<file path="src/inc/slk_pkg.sv">
package slk_pkg;

	// ****************************************
	// clock and timing
	// ****************************************
	localparam int unsigned CLK_KHZ = 100000;
	localparam int unsigned T_FLASH_HALF_MS = 500;
	localparam int unsigned T_STARTUP_MS = 3000;
	localparam int unsigned T_KEY_HOLD_MS = 10000;
	localparam int unsigned FLASH_HALF_CYC_D = T_FLASH_HALF_MS * CLK_KHZ;
	localparam int unsigned STARTUP_CYC_D = T_STARTUP_MS * CLK_KHZ;
	localparam int unsigned KEY_HOLD_CYC_D = T_KEY_HOLD_MS * CLK_KHZ;
	localparam int CNT_W = 32;

	// ****************************************
	// register map
	// ****************************************
	localparam int ADDR_W = 8;
	localparam logic [ADDR_W-1:0] OFS_CTRL = 8'h00;
	localparam logic [ADDR_W-1:0] OFS_STATUS = 8'h04;
	localparam logic [ADDR_W-1:0] OFS_IRQ_STAT = 8'h08;
	localparam logic [ADDR_W-1:0] OFS_IRQ_CLR = 8'h0c;
	localparam logic [ADDR_W-1:0] OFS_IRQ_EN = 8'h10;
	localparam int HTRANS_ACT_BIT = 1;

	localparam logic [1:0] KEY_NORMAL = 2'h0;
	localparam logic [1:0] KEY_OFF = 2'h1;
	localparam logic [1:0] KEY_LOCK = 2'h2;
	localparam logic IPM_DHCP = 1'h0;
	localparam logic OPM_EIP = 1'h0;
	localparam int CTRL_W = 4;

	localparam int ST_OPER = 0;
	localparam int ST_TMO = 1;
	localparam int ST_KEY = 2;
	localparam int ST_MH_LSB = 4;
	localparam int ST_NL_LSB = 8;

	localparam int IRQ_W = 5;
	localparam int IRQ_OPER = 0;
	localparam int IRQ_DARK = 1;
	localparam int IRQ_FACT = 2;
	localparam int IRQ_TMO = 3;
	localparam int IRQ_DUP = 4;

	// ****************************************
	// types
	// ****************************************
	typedef enum logic [2:0] {MH_SELFTEST, MH_UNREC, MH_REC, MH_STANDBY, MH_OK} slk_mh_e;
	typedef enum logic [2:0] {NL_SELFTEST, NL_DUP, NL_TMO, NL_CONN, NL_NOCONN, NL_DARK} slk_nl_e;

	typedef struct packed {
		logic green;
		logic red;
	} slk_led_s;

	typedef struct packed {
		logic [1:0] key_mode;
		logic ip_static;
		logic op_mode;
	} slk_ctrl_s;

	localparam slk_ctrl_s CTRL_RST = '{key_mode: KEY_NORMAL, ip_static: IPM_DHCP, op_mode: OPM_EIP};

	typedef struct packed {
		logic [ADDR_W-1:0] addr;
		logic write;
		logic valid;
	} slk_ahb_ph_s;

	typedef struct packed {
		logic strap_done;
		logic operational;
		logic [CNT_W-1:0] boot_cnt;
		logic [CNT_W-1:0] flash_cnt;
		logic flash_ph;
		logic key_prev;
		logic [CNT_W-1:0] hold_cnt;
		logic hold_done;
		logic dup_prev;
		logic tmo_flag;
		slk_mh_e mh;
		slk_nl_e nl;
		slk_led_s mh_led;
		slk_led_s nl_led;
		logic dark_pulse;
		logic fact_pulse;
		slk_ctrl_s ctrl;
		logic [IRQ_W-1:0] irq_stat;
		logic [IRQ_W-1:0] irq_en;
		logic irq;
		slk_ahb_ph_s ph;
		logic rd_done;
		logic [31:0] hrdata;
	} slk_state_s;

endpackage

</file>
<file path="src/design/slk_status_led_key.sv">
`timescale 1ns/1ps
// Function
// - unrecoverable fault: module indicator steady red
// - power-up self test: module indicator alternates green and red
// - no IP address: network indicator dark
// - IP set, no connection, no timeout: network indicator flashes green
// - IP set, connection up, no timeout: network indicator steady green
// - exclusive owner connection timed out: network indicator flashes red
// - timeout ends once all exclusive owner connections are back
// - duplicate IP detected: network indicator steady red
// - power-up self test: network indicator alternates green and red
// - key press starts dark correction by default
// - key unlocked by default; may be deactivated or locked to ignore presses
// - key held over 10 s restores factory settings
// - operational about 3 s after power-up
// - start in last saved operating mode, industrial-Ethernet by default
// - DHCP addressing by default, static address selectable later
// - proper operation: module indicator steady green
// - not configured: module indicator flashes green
// - recoverable fault: module indicator flashes red
module slk_status_led_key
	import slk_pkg::*;
#(
	parameter int unsigned FLASH_HALF_CYC = slk_pkg::FLASH_HALF_CYC_D,
	parameter int unsigned STARTUP_CYC = slk_pkg::STARTUP_CYC_D,
	parameter int unsigned KEY_HOLD_CYC = slk_pkg::KEY_HOLD_CYC_D
) (
	// clock and reset
	input wire logic hclk,
	input wire logic hresetn,
	// ahb-lite slave
	input wire logic hsel,
	input wire logic [31:0] haddr,
	input wire logic [1:0] htrans,
	input wire logic hwrite,
	input wire logic [2:0] hsize,
	input wire logic [31:0] hwdata,
	input wire logic hready,
	output logic hreadyout,
	output logic hresp,
	output logic [31:0] hrdata,
	// conditions from firmware and network stack
	input wire logic fault_unrec,
	input wire logic fault_rec,
	input wire logic configured,
	input wire logic ip_assigned,
	input wire logic cip_connected,
	input wire logic eo_timeout_evt,
	input wire logic eo_all_restored,
	input wire logic dup_ip,
	// front key and saved mode
	input wire logic key_in,
	input wire logic saved_mode_valid,
	input wire logic saved_mode,
	// indicators and actions
	output slk_pkg::slk_led_s module_health_indicator,
	output slk_pkg::slk_led_s network_link_indicator,
	output logic dark_corr_start,
	output logic factory_restore,
	output logic operational,
	output logic ip_static_mode,
	output logic op_mode,
	output logic irq
);
	import slk_pkg::*;

	// ****************************************
	// helpers
	// ****************************************
	function automatic slk_led_s led_drive(input logic g, input logic r, input logic fl, input logic alt,
		input logic ph);
		slk_led_s l;
		if (alt) begin
			l.green = ph;
			l.red = ~ph;
		end else if (fl) begin
			l.green = g & ph;
			l.red = r & ph;
		end else begin
			l.green = g;
			l.red = r;
		end
		return l;
	endfunction

	function automatic logic [CNT_W-1:0] inc(input logic [CNT_W-1:0] v);
		return CNT_W'(v + 1'b1);
	endfunction

	// ****************************************
	// state
	// ****************************************
	slk_state_s state_reg;
	slk_state_s state_next;
	logic [IRQ_W-1:0] ev;
	logic [IRQ_W-1:0] clr;
	logic key_ok;
	logic flash_tick;
	logic rd_pend;
	logic [31:0] rd_val;

	// a read waits one cycle so that hrdata comes from a flop
	assign rd_pend = state_reg.ph.valid && !state_reg.ph.write && !state_reg.rd_done;

	always_comb begin
		state_next = state_reg;
		state_next.dark_pulse = 1'b0;
		state_next.fact_pulse = 1'b0;
		ev = '0;
		clr = '0;
		rd_val = '0;

		// saved mode is caught once, on the first edge after reset release
		if (!state_reg.strap_done) begin
			state_next.strap_done = 1'b1;
			state_next.ctrl.op_mode = saved_mode_valid ? saved_mode : OPM_EIP;
		end

		// start-up self test window
		if (!state_reg.operational) begin
			if (state_reg.boot_cnt == CNT_W'(STARTUP_CYC - 1)) begin
				state_next.operational = 1'b1;
			end else begin
				state_next.boot_cnt = inc(state_reg.boot_cnt);
			end
		end

		// flash divider
		// shared by both lamps so that their flashes stay in step
		flash_tick = (state_reg.flash_cnt == CNT_W'(FLASH_HALF_CYC - 1));
		if (flash_tick) begin
			state_next.flash_cnt = '0;
			state_next.flash_ph = ~state_reg.flash_ph;
		end else begin
			state_next.flash_cnt = inc(state_reg.flash_cnt);
		end

		// key: ignored while deactivated, locked or still in self test
		key_ok = (state_reg.ctrl.key_mode == KEY_NORMAL) && state_reg.operational;
		state_next.key_prev = key_in;
		if (key_ok && key_in) begin
			if (!state_reg.key_prev) begin
				state_next.dark_pulse = 1'b1;
			end
			// count parks at the limit: one restore per hold, however long
			if (!state_reg.hold_done) begin
				if (state_reg.hold_cnt == CNT_W'(KEY_HOLD_CYC)) begin
					state_next.fact_pulse = 1'b1;
					state_next.hold_done = 1'b1;
				end else begin
					state_next.hold_cnt = inc(state_reg.hold_cnt);
				end
			end
		end else begin
			state_next.hold_cnt = '0;
			state_next.hold_done = 1'b0;
		end

		// connection timeout flag; a new timeout wins over restore
		// a flag, since the timeout event may last a single cycle
		if (eo_all_restored || !ip_assigned) begin
			state_next.tmo_flag = 1'b0;
		end
		if (ip_assigned && eo_timeout_evt) begin
			state_next.tmo_flag = 1'b1;
		end
		state_next.dup_prev = dup_ip;

		// module health state
		if (fault_unrec) begin
			state_next.mh = MH_UNREC;
		end else if (!state_reg.operational) begin
			state_next.mh = MH_SELFTEST;
		end else if (fault_rec) begin
			state_next.mh = MH_REC;
		end else if (!configured) begin
			state_next.mh = MH_STANDBY;
		end else begin
			state_next.mh = MH_OK;
		end

		// network state, highest priority first
		if (!state_reg.operational) begin
			state_next.nl = NL_SELFTEST;
		end else if (dup_ip) begin
			state_next.nl = NL_DUP;
		end else if (state_reg.tmo_flag) begin
			state_next.nl = NL_TMO;
		end else if (ip_assigned && cip_connected) begin
			state_next.nl = NL_CONN;
		end else if (ip_assigned) begin
			state_next.nl = NL_NOCONN;
		end else begin
			state_next.nl = NL_DARK;
		end

		unique case (state_next.mh)
			MH_SELFTEST: state_next.mh_led = led_drive(1'b0, 1'b0, 1'b0, 1'b1, state_reg.flash_ph);
			MH_UNREC: state_next.mh_led = led_drive(1'b0, 1'b1, 1'b0, 1'b0, state_reg.flash_ph);
			MH_REC: state_next.mh_led = led_drive(1'b0, 1'b1, 1'b1, 1'b0, state_reg.flash_ph);
			MH_STANDBY: state_next.mh_led = led_drive(1'b1, 1'b0, 1'b1, 1'b0, state_reg.flash_ph);
			MH_OK: state_next.mh_led = led_drive(1'b1, 1'b0, 1'b0, 1'b0, state_reg.flash_ph);
		endcase

		unique case (state_next.nl)
			NL_SELFTEST: state_next.nl_led = led_drive(1'b0, 1'b0, 1'b0, 1'b1, state_reg.flash_ph);
			NL_DUP: state_next.nl_led = led_drive(1'b0, 1'b1, 1'b0, 1'b0, state_reg.flash_ph);
			NL_TMO: state_next.nl_led = led_drive(1'b0, 1'b1, 1'b1, 1'b0, state_reg.flash_ph);
			NL_CONN: state_next.nl_led = led_drive(1'b1, 1'b0, 1'b0, 1'b0, state_reg.flash_ph);
			NL_NOCONN: state_next.nl_led = led_drive(1'b1, 1'b0, 1'b1, 1'b0, state_reg.flash_ph);
			NL_DARK: state_next.nl_led = led_drive(1'b0, 1'b0, 1'b0, 1'b0, state_reg.flash_ph);
		endcase

		// bus data phase
		if (state_reg.ph.valid && state_reg.ph.write) begin
			unique case (state_reg.ph.addr)
				OFS_CTRL: state_next.ctrl = hwdata[CTRL_W-1:0];
				OFS_IRQ_CLR: clr = hwdata[IRQ_W-1:0];
				OFS_IRQ_EN: state_next.irq_en = hwdata[IRQ_W-1:0];
				default: ;
			endcase
		end
		if (rd_pend) begin
			unique case (state_reg.ph.addr)
				OFS_CTRL: rd_val[CTRL_W-1:0] = state_reg.ctrl;
				OFS_STATUS: begin
					rd_val[ST_OPER] = state_reg.operational;
					rd_val[ST_TMO] = state_reg.tmo_flag;
					rd_val[ST_KEY] = state_reg.key_prev;
					rd_val[ST_MH_LSB +: $bits(slk_mh_e)] = state_reg.mh;
					rd_val[ST_NL_LSB +: $bits(slk_nl_e)] = state_reg.nl;
				end
				OFS_IRQ_STAT: rd_val[IRQ_W-1:0] = state_reg.irq_stat;
				OFS_IRQ_EN: rd_val[IRQ_W-1:0] = state_reg.irq_en;
				default: rd_val = '0;
			endcase
			state_next.hrdata = rd_val;
			state_next.rd_done = 1'b1;
		end

		// factory restore overrides a software write in the same cycle
		if (state_next.fact_pulse) begin
			state_next.ctrl = CTRL_RST;
		end

		// bus address phase
		if (hready) begin
			state_next.ph.valid = hsel && htrans[HTRANS_ACT_BIT];
			state_next.ph.write = hwrite;
			state_next.ph.addr = haddr[ADDR_W-1:0];
			state_next.rd_done = 1'b0;
		end

		// sticky events: set wins over clear
		ev[IRQ_OPER] = state_next.operational & ~state_reg.operational;
		ev[IRQ_DARK] = state_next.dark_pulse;
		ev[IRQ_FACT] = state_next.fact_pulse;
		ev[IRQ_TMO] = state_next.tmo_flag & ~state_reg.tmo_flag;
		ev[IRQ_DUP] = dup_ip & ~state_reg.dup_prev;
		state_next.irq_stat = (state_reg.irq_stat & ~clr) | ev;
		state_next.irq = |(state_next.irq_stat & state_next.irq_en);
	end

	always_ff @(posedge hclk or negedge hresetn) begin
		if (!hresetn) begin
			state_reg <= '0;
			state_reg.ctrl <= CTRL_RST;
		end else begin
			state_reg <= state_next;
		end
	end

	// ****************************************
	// outputs
	// ****************************************
	// writes need no wait state, reads exactly one
	assign hreadyout = !rd_pend;
	assign hresp = 1'b0;
	assign hrdata = state_reg.hrdata;
	assign module_health_indicator = state_reg.mh_led;
	assign network_link_indicator = state_reg.nl_led;
	assign dark_corr_start = state_reg.dark_pulse;
	assign factory_restore = state_reg.fact_pulse;
	assign operational = state_reg.operational;
	assign ip_static_mode = state_reg.ctrl.ip_static;
	assign op_mode = state_reg.ctrl.op_mode;
	assign irq = state_reg.irq;
endmodule

</file>
<file path="config.mk">
export PLATFORM = sky130hd
export DESIGN_NAME = slk_status_led_key
export DESIGN_NICKNAME = d
export VERILOG_FILES = /design/src/inc/slk_pkg.sv /design/src/design/slk_status_led_key.sv
export SDC_FILE = /design/constraint.sdc
export NUM_CORES = 1
export LEC_CHECK = 0
export BUFFER_PORTS_ARGS = -buffer_cell sky130_fd_sc_hd__buf_4
export CORE_ASPECT_RATIO = 0.8
export CORE_UTILIZATION = 35
export DETAILED_ROUTE_END_ITERATION = 8
export PLACE_DENSITY = 0.56
export SYNTH_ARGS = -nofsm -noshare
export SYNTH_HDL_FRONTEND = slang
export SYNTH_SLANG_ARGS = --single-unit
</file>
<file path="constraint.sdc">
create_clock -name hclk -period 9.25 [get_ports hclk]
set_clock_uncertainty 0.15 [all_clocks]
set_input_delay 0 -clock hclk [delete_from_list [all_inputs] [get_ports hclk]]
set_output_delay 0 -clock hclk [all_outputs]
set_load 0.01 [all_outputs]
</file>
### Word-level counts from Yosys, hierarchy flattened

Cells that the tools add are included.

| storage, ports and cells | value |
|---|---|
| flip-flop bits (word level) | 151 |
| input port bits | 85 |
| output and inout bits | 44 |
| word-level logic and storage cells | 126 |

| operators by class | value |
|---|---|
| add/sub/neg operators | 3 |
| equality and inequality tests | 18 |
| muxes and demuxes | 40 |
| bitwise logic cells | 12 |
| reductions and logical operators | 24 |

Operators by type and width:

| cell | count |
|---|---|
| 33-bit 2-to-1 mux | 4 |
| 32-bit by 1-bit adder with 32-bit output (second input constant) | 3 |
| 32-bit 2-to-1 mux | 3 |
| 32-bit by 26-bit equality test with 1-bit output (second input constant) | 1 |
| 32-bit by 29-bit equality test with 1-bit output (second input constant) | 1 |
| 32-bit by 30-bit equality test with 1-bit output (second input constant) | 1 |
| 3-bit 2-to-1 mux | 9 |
| 5-bit 2-to-1 mux | 4 |
| 8-bit by 4-bit equality test with 1-bit output (second input constant) | 2 |
| 3-bit by 2-bit equality test with 1-bit output (second input constant) | 4 |
| 4-bit 2-to-1 mux | 3 |
| 2-bit one-hot mux with 6 select lines | 1 |
| 3-bit one-hot mux with 4 select lines | 1 |
| 5-bit AND | 2 |
| 1-bit 2-to-1 mux | 10 |
| 2-bit one-hot mux with 5 select lines | 1 |
| 3-bit equality test (second input constant) | 3 |
| 8-bit by 3-bit equality test with 1-bit output (second input constant) | 1 |
| 8-bit by 5-bit equality test with 1-bit output (second input constant) | 1 |
| 1-bit logical AND | 8 |
| 8-bit zero test | 1 |
| 3-bit by 1-bit equality test with 1-bit output (second input constant) | 2 |
| 3-bit zero test | 2 |
| 1-bit one-hot mux with 3 select lines | 2 |
| 12 further kinds | 27 |

### Depth between registers and ports, before layout

| depth | value |
|---|---|
| word-level depth | 8 |
| gate-level depth with buffers | 10 |
| depth with buffers taken out | 8 |

### Least setup slack after synthesis

Ideal clock, no wire load.

| timing | value |
|---|---|
| path type | register -> register |
| from | reg state_reg[36] (netlist bit) |
| to | reg state_reg, in the netlist irq |
| arrival time | 2.767 ns |
| data required time | 8.962 ns |
| slack | 6.194 ns |
| stages on the path, launching flop included | 7 |
| period minus slack after synthesis | 3.056 ns |
| path through | dfrtp_1 or4_1 clkbuf_2 nor4_1 mux2_2 a32o_1 or4_1 |

RTL lines:

| item | line | RTL |
|---|---|---|
| start, declared | slk_status_led_key.sv:93 | `slk_state_s state_reg;` |
| start signal, assigned | slk_status_led_key.sv:269 | `state_reg <= state_next;` |

==> metrics.txt <==
# TYPE chip_impl_metric gauge
chip_impl_metric{name="area_growth_syn_to_layout",unit="%"} 20.2
chip_impl_metric{name="rr_worst_depth",unit=""} 5
chip_impl_metric{name="clock_tree.htree_level_count",unit=""} 4
chip_impl_metric{name="power_density",unit="nW/um^2"} 163
chip_impl_metric{name="drive_gt1_share",unit="%"} 13.3
chip_impl_info{name="endpoint_kind",value="register"} 1
chip_impl_metric{name="layout.nets",unit=""} 940
chip_impl_metric{name="cts.clk_slew.worst_paths",unit="ns"} 0.06
chip_impl_metric{name="io_buffers",unit=""} 50
chip_impl_metric{name="vdd_ir_drop_max",unit="mV"} 0.0967
chip_impl_metric{name="ant_nets",unit=""} 0
chip_impl_metric{name="dp_hpwl",unit="mm"} 11.6
chip_impl_info{name="yosys_most_used_dff",value="sky130_fd_sc_hd__dfrtp_1"} 1
chip_impl_metric{name="netlist-cell-type-count",unit=""} 58
chip_impl_metric{name="cellLeakagePower",unit="uW"} 0.00397
chip_impl_metric{name="asyncSetResetFlopFracSynth",unit="%"} 100
chip_impl_metric{name="latest_clock_arrival_within_the_worst_skew_pair",unit="ns"} 0.42
chip_impl_metric{name="die_h",unit="um"} 134
chip_impl_metric{name="insertedDiodeCount",unit=""} 0
chip_impl_metric{name="floorplan.io_pins",unit=""} 129
chip_impl_metric{name="gr-total-overflow",unit=""} 0
chip_impl_metric{name="setup_viol_count_final",unit=""} 0
chip_impl_metric{name="ys_warn_count",unit=""} 0
chip_impl_metric{name="worst-path-max-fanout",unit=""} 5
chip_impl_metric{name="reg2reg_setup_slack",unit="ns"} 5.77
chip_impl_metric{name="worst-endpoint-required",unit="ns"} 9.38
chip_impl_info{name="critPathKind",value="register to register"} 1
chip_impl_metric{name="first_pass_grt_wire_length",unit="mm"} 30.6
chip_impl_metric{name="final.fill_count",unit=""} 1982
chip_impl_metric{name="seqCellArea",unit="um^2"} 3780
chip_impl_metric{name="cts_sinks",unit=""} 151
chip_impl_metric{name="grt_antenna_before_repair",unit=""} 0
chip_impl_metric{name="initial_utilization",unit="%"} 36.2
chip_impl_metric{name="post-route-min-period",unit="ns"} 3.48
chip_impl_metric{name="max_slew_margin",unit="%"} 30.5
chip_impl_info{name="worst_hold_path_type",value="input port to asynchronous set/reset pin"} 1
chip_impl_info{name="status",value="complete, no violations"} 1
chip_impl_metric{name="synth.yosys.seq_area_share",unit="%"} 49.7
chip_impl_metric{name="drt-vias-per-instance",unit=""} 5.17
chip_impl_metric{name="multiInputGateArea",unit="um^2"} 3420
chip_impl_metric{name="iteration_0_drc_markers",unit=""} 396
chip_impl_metric{name="detailroute.via_count",unit=""} 5850
chip_impl_metric{name="design.die.area",unit="um^2"} 22300
chip_impl_metric{name="drc",unit=""} 0
chip_impl_metric{name="core_region_area",unit="um^2"} 21000
chip_impl_metric{name="track_usage",unit="%"} 17.0
chip_impl_metric{name="totalNegativeSetupSlack",unit="ns"} 0
chip_impl_metric{name="post-route-period-util",unit="%"} 37.6
chip_impl_metric{name="largest_reg_flops",unit=""} 131
chip_impl_metric{name="worst_ep_arrival_time",unit="ns"} 3.61
chip_impl_info{name="top_usage_layer",value="met1"} 1
chip_impl_metric{name="postSynthCellCount",unit=""} 776
chip_impl_metric{name="postLayoutCellArea",unit="um^2"} 9140
chip_impl_metric{name="avgRoutedWirePerCell",unit="um"} 15.6
chip_impl_info{name="grt_setup_unrepaired",value="false"} 1
chip_impl_metric{name="synth.cell_area",unit="um^2"} 7600
chip_impl_metric{name="clock_path_buffers",unit=""} 2
chip_impl_metric{name="drt_pass1_iterations",unit=""} 5
chip_impl_metric{name="grtUsageMet2",unit="%"} 24.9
chip_impl_info{name="rr_startpoint",value="state_reg[35]"} 1
chip_impl_metric{name="grt.met3_usage",unit="%"} 3.78
chip_impl_metric{name="finalWeightedCongestion",unit=""} 0.781
chip_impl_metric{name="achievable-frequency",unit="GHz"} 0.287
chip_impl_info{name="clock_tree_from_tritoncts",value="done"} 1
chip_impl_metric{name="worst-slew-pin-transition",unit="ns"} 1.03
chip_impl_metric{name="post_synth.cell_area_avg",unit="um^2"} 9.80
chip_impl_metric{name="synth-edff-count",unit=""} 0
chip_impl_metric{name="first_global_vias",unit=""} 5915
chip_impl_info{name="critPathLaunch",value="state_reg[35]"} 1
chip_impl_metric{name="slew_violations",unit=""} 0
chip_impl_metric{name="cts_buffers",unit=""} 17
chip_impl_info{name="cts_root_buf",value="sky130_fd_sc_hd__clkbuf_16"} 1
chip_impl_metric{name="number_of_endpoints_with_negative_hold_slack_in_the_final_report",unit=""} 0
chip_impl_metric{name="fp.dieW",unit="um"} 167
chip_impl_metric{name="postPlaceCellArea",unit="um^2"} 8080
chip_impl_info{name="rr_endpoint",value="irq"} 1
chip_impl_metric{name="postSynthRegisterBits",unit=""} 151
chip_impl_metric{name="drv.max_cap_violation_count",unit=""} 0
chip_impl_metric{name="finalWirelength",unit="mm"} 17.7
chip_impl_metric{name="global_route_track_usage_on_met1",unit="%"} 25.2
chip_impl_metric{name="fin_total_pwr",unit="uW"} 1490
chip_impl_metric{name="rows",unit=""} 47
chip_impl_metric{name="grt_start_max_net_pins",unit=""} 94
chip_impl_info{name="startpoint_type",value="register"} 1
==> routing by layer <==
layer / part of all wire [%] / routed length [um]
met1: 53 / 9370
met2: 42 / 7460
met3: 3.6 / 631
met4: 1.2 / 206
met5: 0 / 0
==> synthesized netlist by cell type, types with 21 or more instances <==
cell type	n	area, um^2
sky130_fd_sc_hd__or4_1	22	165
sky130_fd_sc_hd__nor2_1	56	210
sky130_fd_sc_hd__dfrtp_1	151	3780
sky130_fd_sc_hd__o21ai_0	21	105
sky130_fd_sc_hd__a21oi_1	27	135
sky130_fd_sc_hd__nand4_1	30	188
sky130_fd_sc_hd__nand3_1	53	265
sky130_fd_sc_hd__buf_4	37	278
sky130_fd_sc_hd__nor3_1	23	115
sky130_fd_sc_hd__xnor2_1	28	245
sky130_fd_sc_hd__nor4_1	29	181
sky130_fd_sc_hd__clkbuf_1	27	101
sky130_fd_sc_hd__inv_1	25	93.8
sky130_fd_sc_hd__nand2_1	66	248
sky130_fd_sc_hd__xor2_1	33	289
==> timing repair <==
action | CTS | global route
hold buffers | 44 | 0
hold endpoints to repair | 131 | 0
setup buffers | 0 | 0
resized for setup | 0 | 0
==> report_power, final <==
part	switching, uW	internal (uW)
Clock	278	457
Sequential	11.3	670
Combinational	37.1	35.6
Total	326	1160
==> layout make-up <==
class | count | area share [%]
Sequential cell | 151 | 41.3
Multi-Input combinational cell | 552 | 37.4
Timing Repair Buffer | 104 | 9.79
Clock buffer | 19 | 4.85
Tap cell | 269 | 3.68
Clock inverter | 12 | 1.93
Inverter | 25 | 1.03
==> worst max-delay path, stage by stage, from the launching register on <==
cell and delay, ns:
sky130_fd_sc_hd__dfrtp_1 0.42, sky130_fd_sc_hd__or4_1 0.62, sky130_fd_sc_hd__nor4_1 0.88, sky130_fd_sc_hd__mux2_2 0.44
sky130_fd_sc_hd__a32o_1 0.29, sky130_fd_sc_hd__or4_1 0.55
==> cell usage in the layout, fill, tap and decap left out, types with 3 or more instances in the layout <==
| master | netlist | layout |
|---|---|---|
| sky130_fd_sc_hd__or4_1 | 22 | 22 |
| sky130_fd_sc_hd__mux2i_1 | 5 | 5 |
| sky130_fd_sc_hd__and4_1 | 5 | 5 |
| sky130_fd_sc_hd__nand3_1 | 53 | 53 |
| sky130_fd_sc_hd__o21ai_0 | 21 | 21 |
| sky130_fd_sc_hd__a22o_1 | 3 | 3 |
| sky130_fd_sc_hd__mux2_2 | 13 | 13 |
| sky130_fd_sc_hd__a21boi_0 | 3 | 3 |
| sky130_fd_sc_hd__nor3_1 | 23 | 22 |
| sky130_fd_sc_hd__conb_1 | 2 | 24 |
| sky130_fd_sc_hd__dlygate4sd3_1 | 0 | 44 |
| sky130_fd_sc_hd__a21o_1 | 4 | 4 |
| sky130_fd_sc_hd__a21oi_1 | 27 | 27 |
| sky130_fd_sc_hd__nand2b_1 | 3 | 3 |
| sky130_fd_sc_hd__xnor2_1 | 28 | 28 |
| sky130_fd_sc_hd__nor4_1 | 29 | 28 |
| sky130_fd_sc_hd__dfrtp_1 | 151 | 151 |
| sky130_fd_sc_hd__o31ai_1 | 18 | 18 |
| sky130_fd_sc_hd__clkinv_2 | 0 | 3 |
| sky130_fd_sc_hd__xor2_1 | 33 | 33 |
| sky130_fd_sc_hd__a31o_2 | 3 | 3 |
| sky130_fd_sc_hd__a31oi_1 | 7 | 7 |
| sky130_fd_sc_hd__and3_1 | 10 | 10 |
| sky130_fd_sc_hd__and2_1 | 7 | 7 |
| sky130_fd_sc_hd__o31a_1 | 3 | 3 |
| sky130_fd_sc_hd__nand2_1 | 66 | 66 |
| sky130_fd_sc_hd__or3_1 | 5 | 5 |
| sky130_fd_sc_hd__bufinv_16 | 0 | 4 |
| sky130_fd_sc_hd__clkbuf_16 | 0 | 17 |
| sky130_fd_sc_hd__nor2b_1 | 4 | 4 |
| sky130_fd_sc_hd__nor2_1 | 56 | 56 |
| sky130_fd_sc_hd__and4b_1 | 5 | 5 |
| sky130_fd_sc_hd__inv_1 | 25 | 25 |
| sky130_fd_sc_hd__a211oi_1 | 4 | 4 |
| sky130_fd_sc_hd__nor4b_1 | 3 | 3 |
| sky130_fd_sc_hd__nand4_1 | 30 | 30 |
| sky130_fd_sc_hd__buf_4 | 37 | 59 |
| sky130_fd_sc_hd__ha_1 | 4 | 4 |
==> per-stage QoR <==
| step | worst slack, ns | hold WS [ns] | util (%) | std cells |
|---|---|---|---|---|
| 5_1_grt | 5.63 | 0.124 | 43.5 | 1132 |
| 4_1_cts | 5.83 | 0.114 | 43.5 | 1132 |
| 3_3_place_gp | 5.85 | 0.00349 | 38.5 | 1057 |
| 6_report | 5.77 | 0.103 | 43.5 | 1132 |
| 3_5_place_dp | 5.86 | 0.00207 | 38.5 | 1057 |
| 2_1_floorplan | 6.19 | -0.446 | - | 798 |
==> worst max path at each step <==
stage | to | slack, ns
finish | irq | 5.77
global route | irq | 5.63
CTS | irq | 5.83
detailed placement | irq | 5.86
global placement | irq | 5.85
floorplan | irq | 6.19
==> logic make-up after synthesis <==
logic type | share of synthesized area, %
compound gates | 9.59
xor+xnor | 7.03
fa+ha+maj | 0.790
buf+inv | 6.60
flops | 49.7
mux | 2.58
other cells | 0.0988
simple gates | 23.6
(Power assumes the default switching activity.)
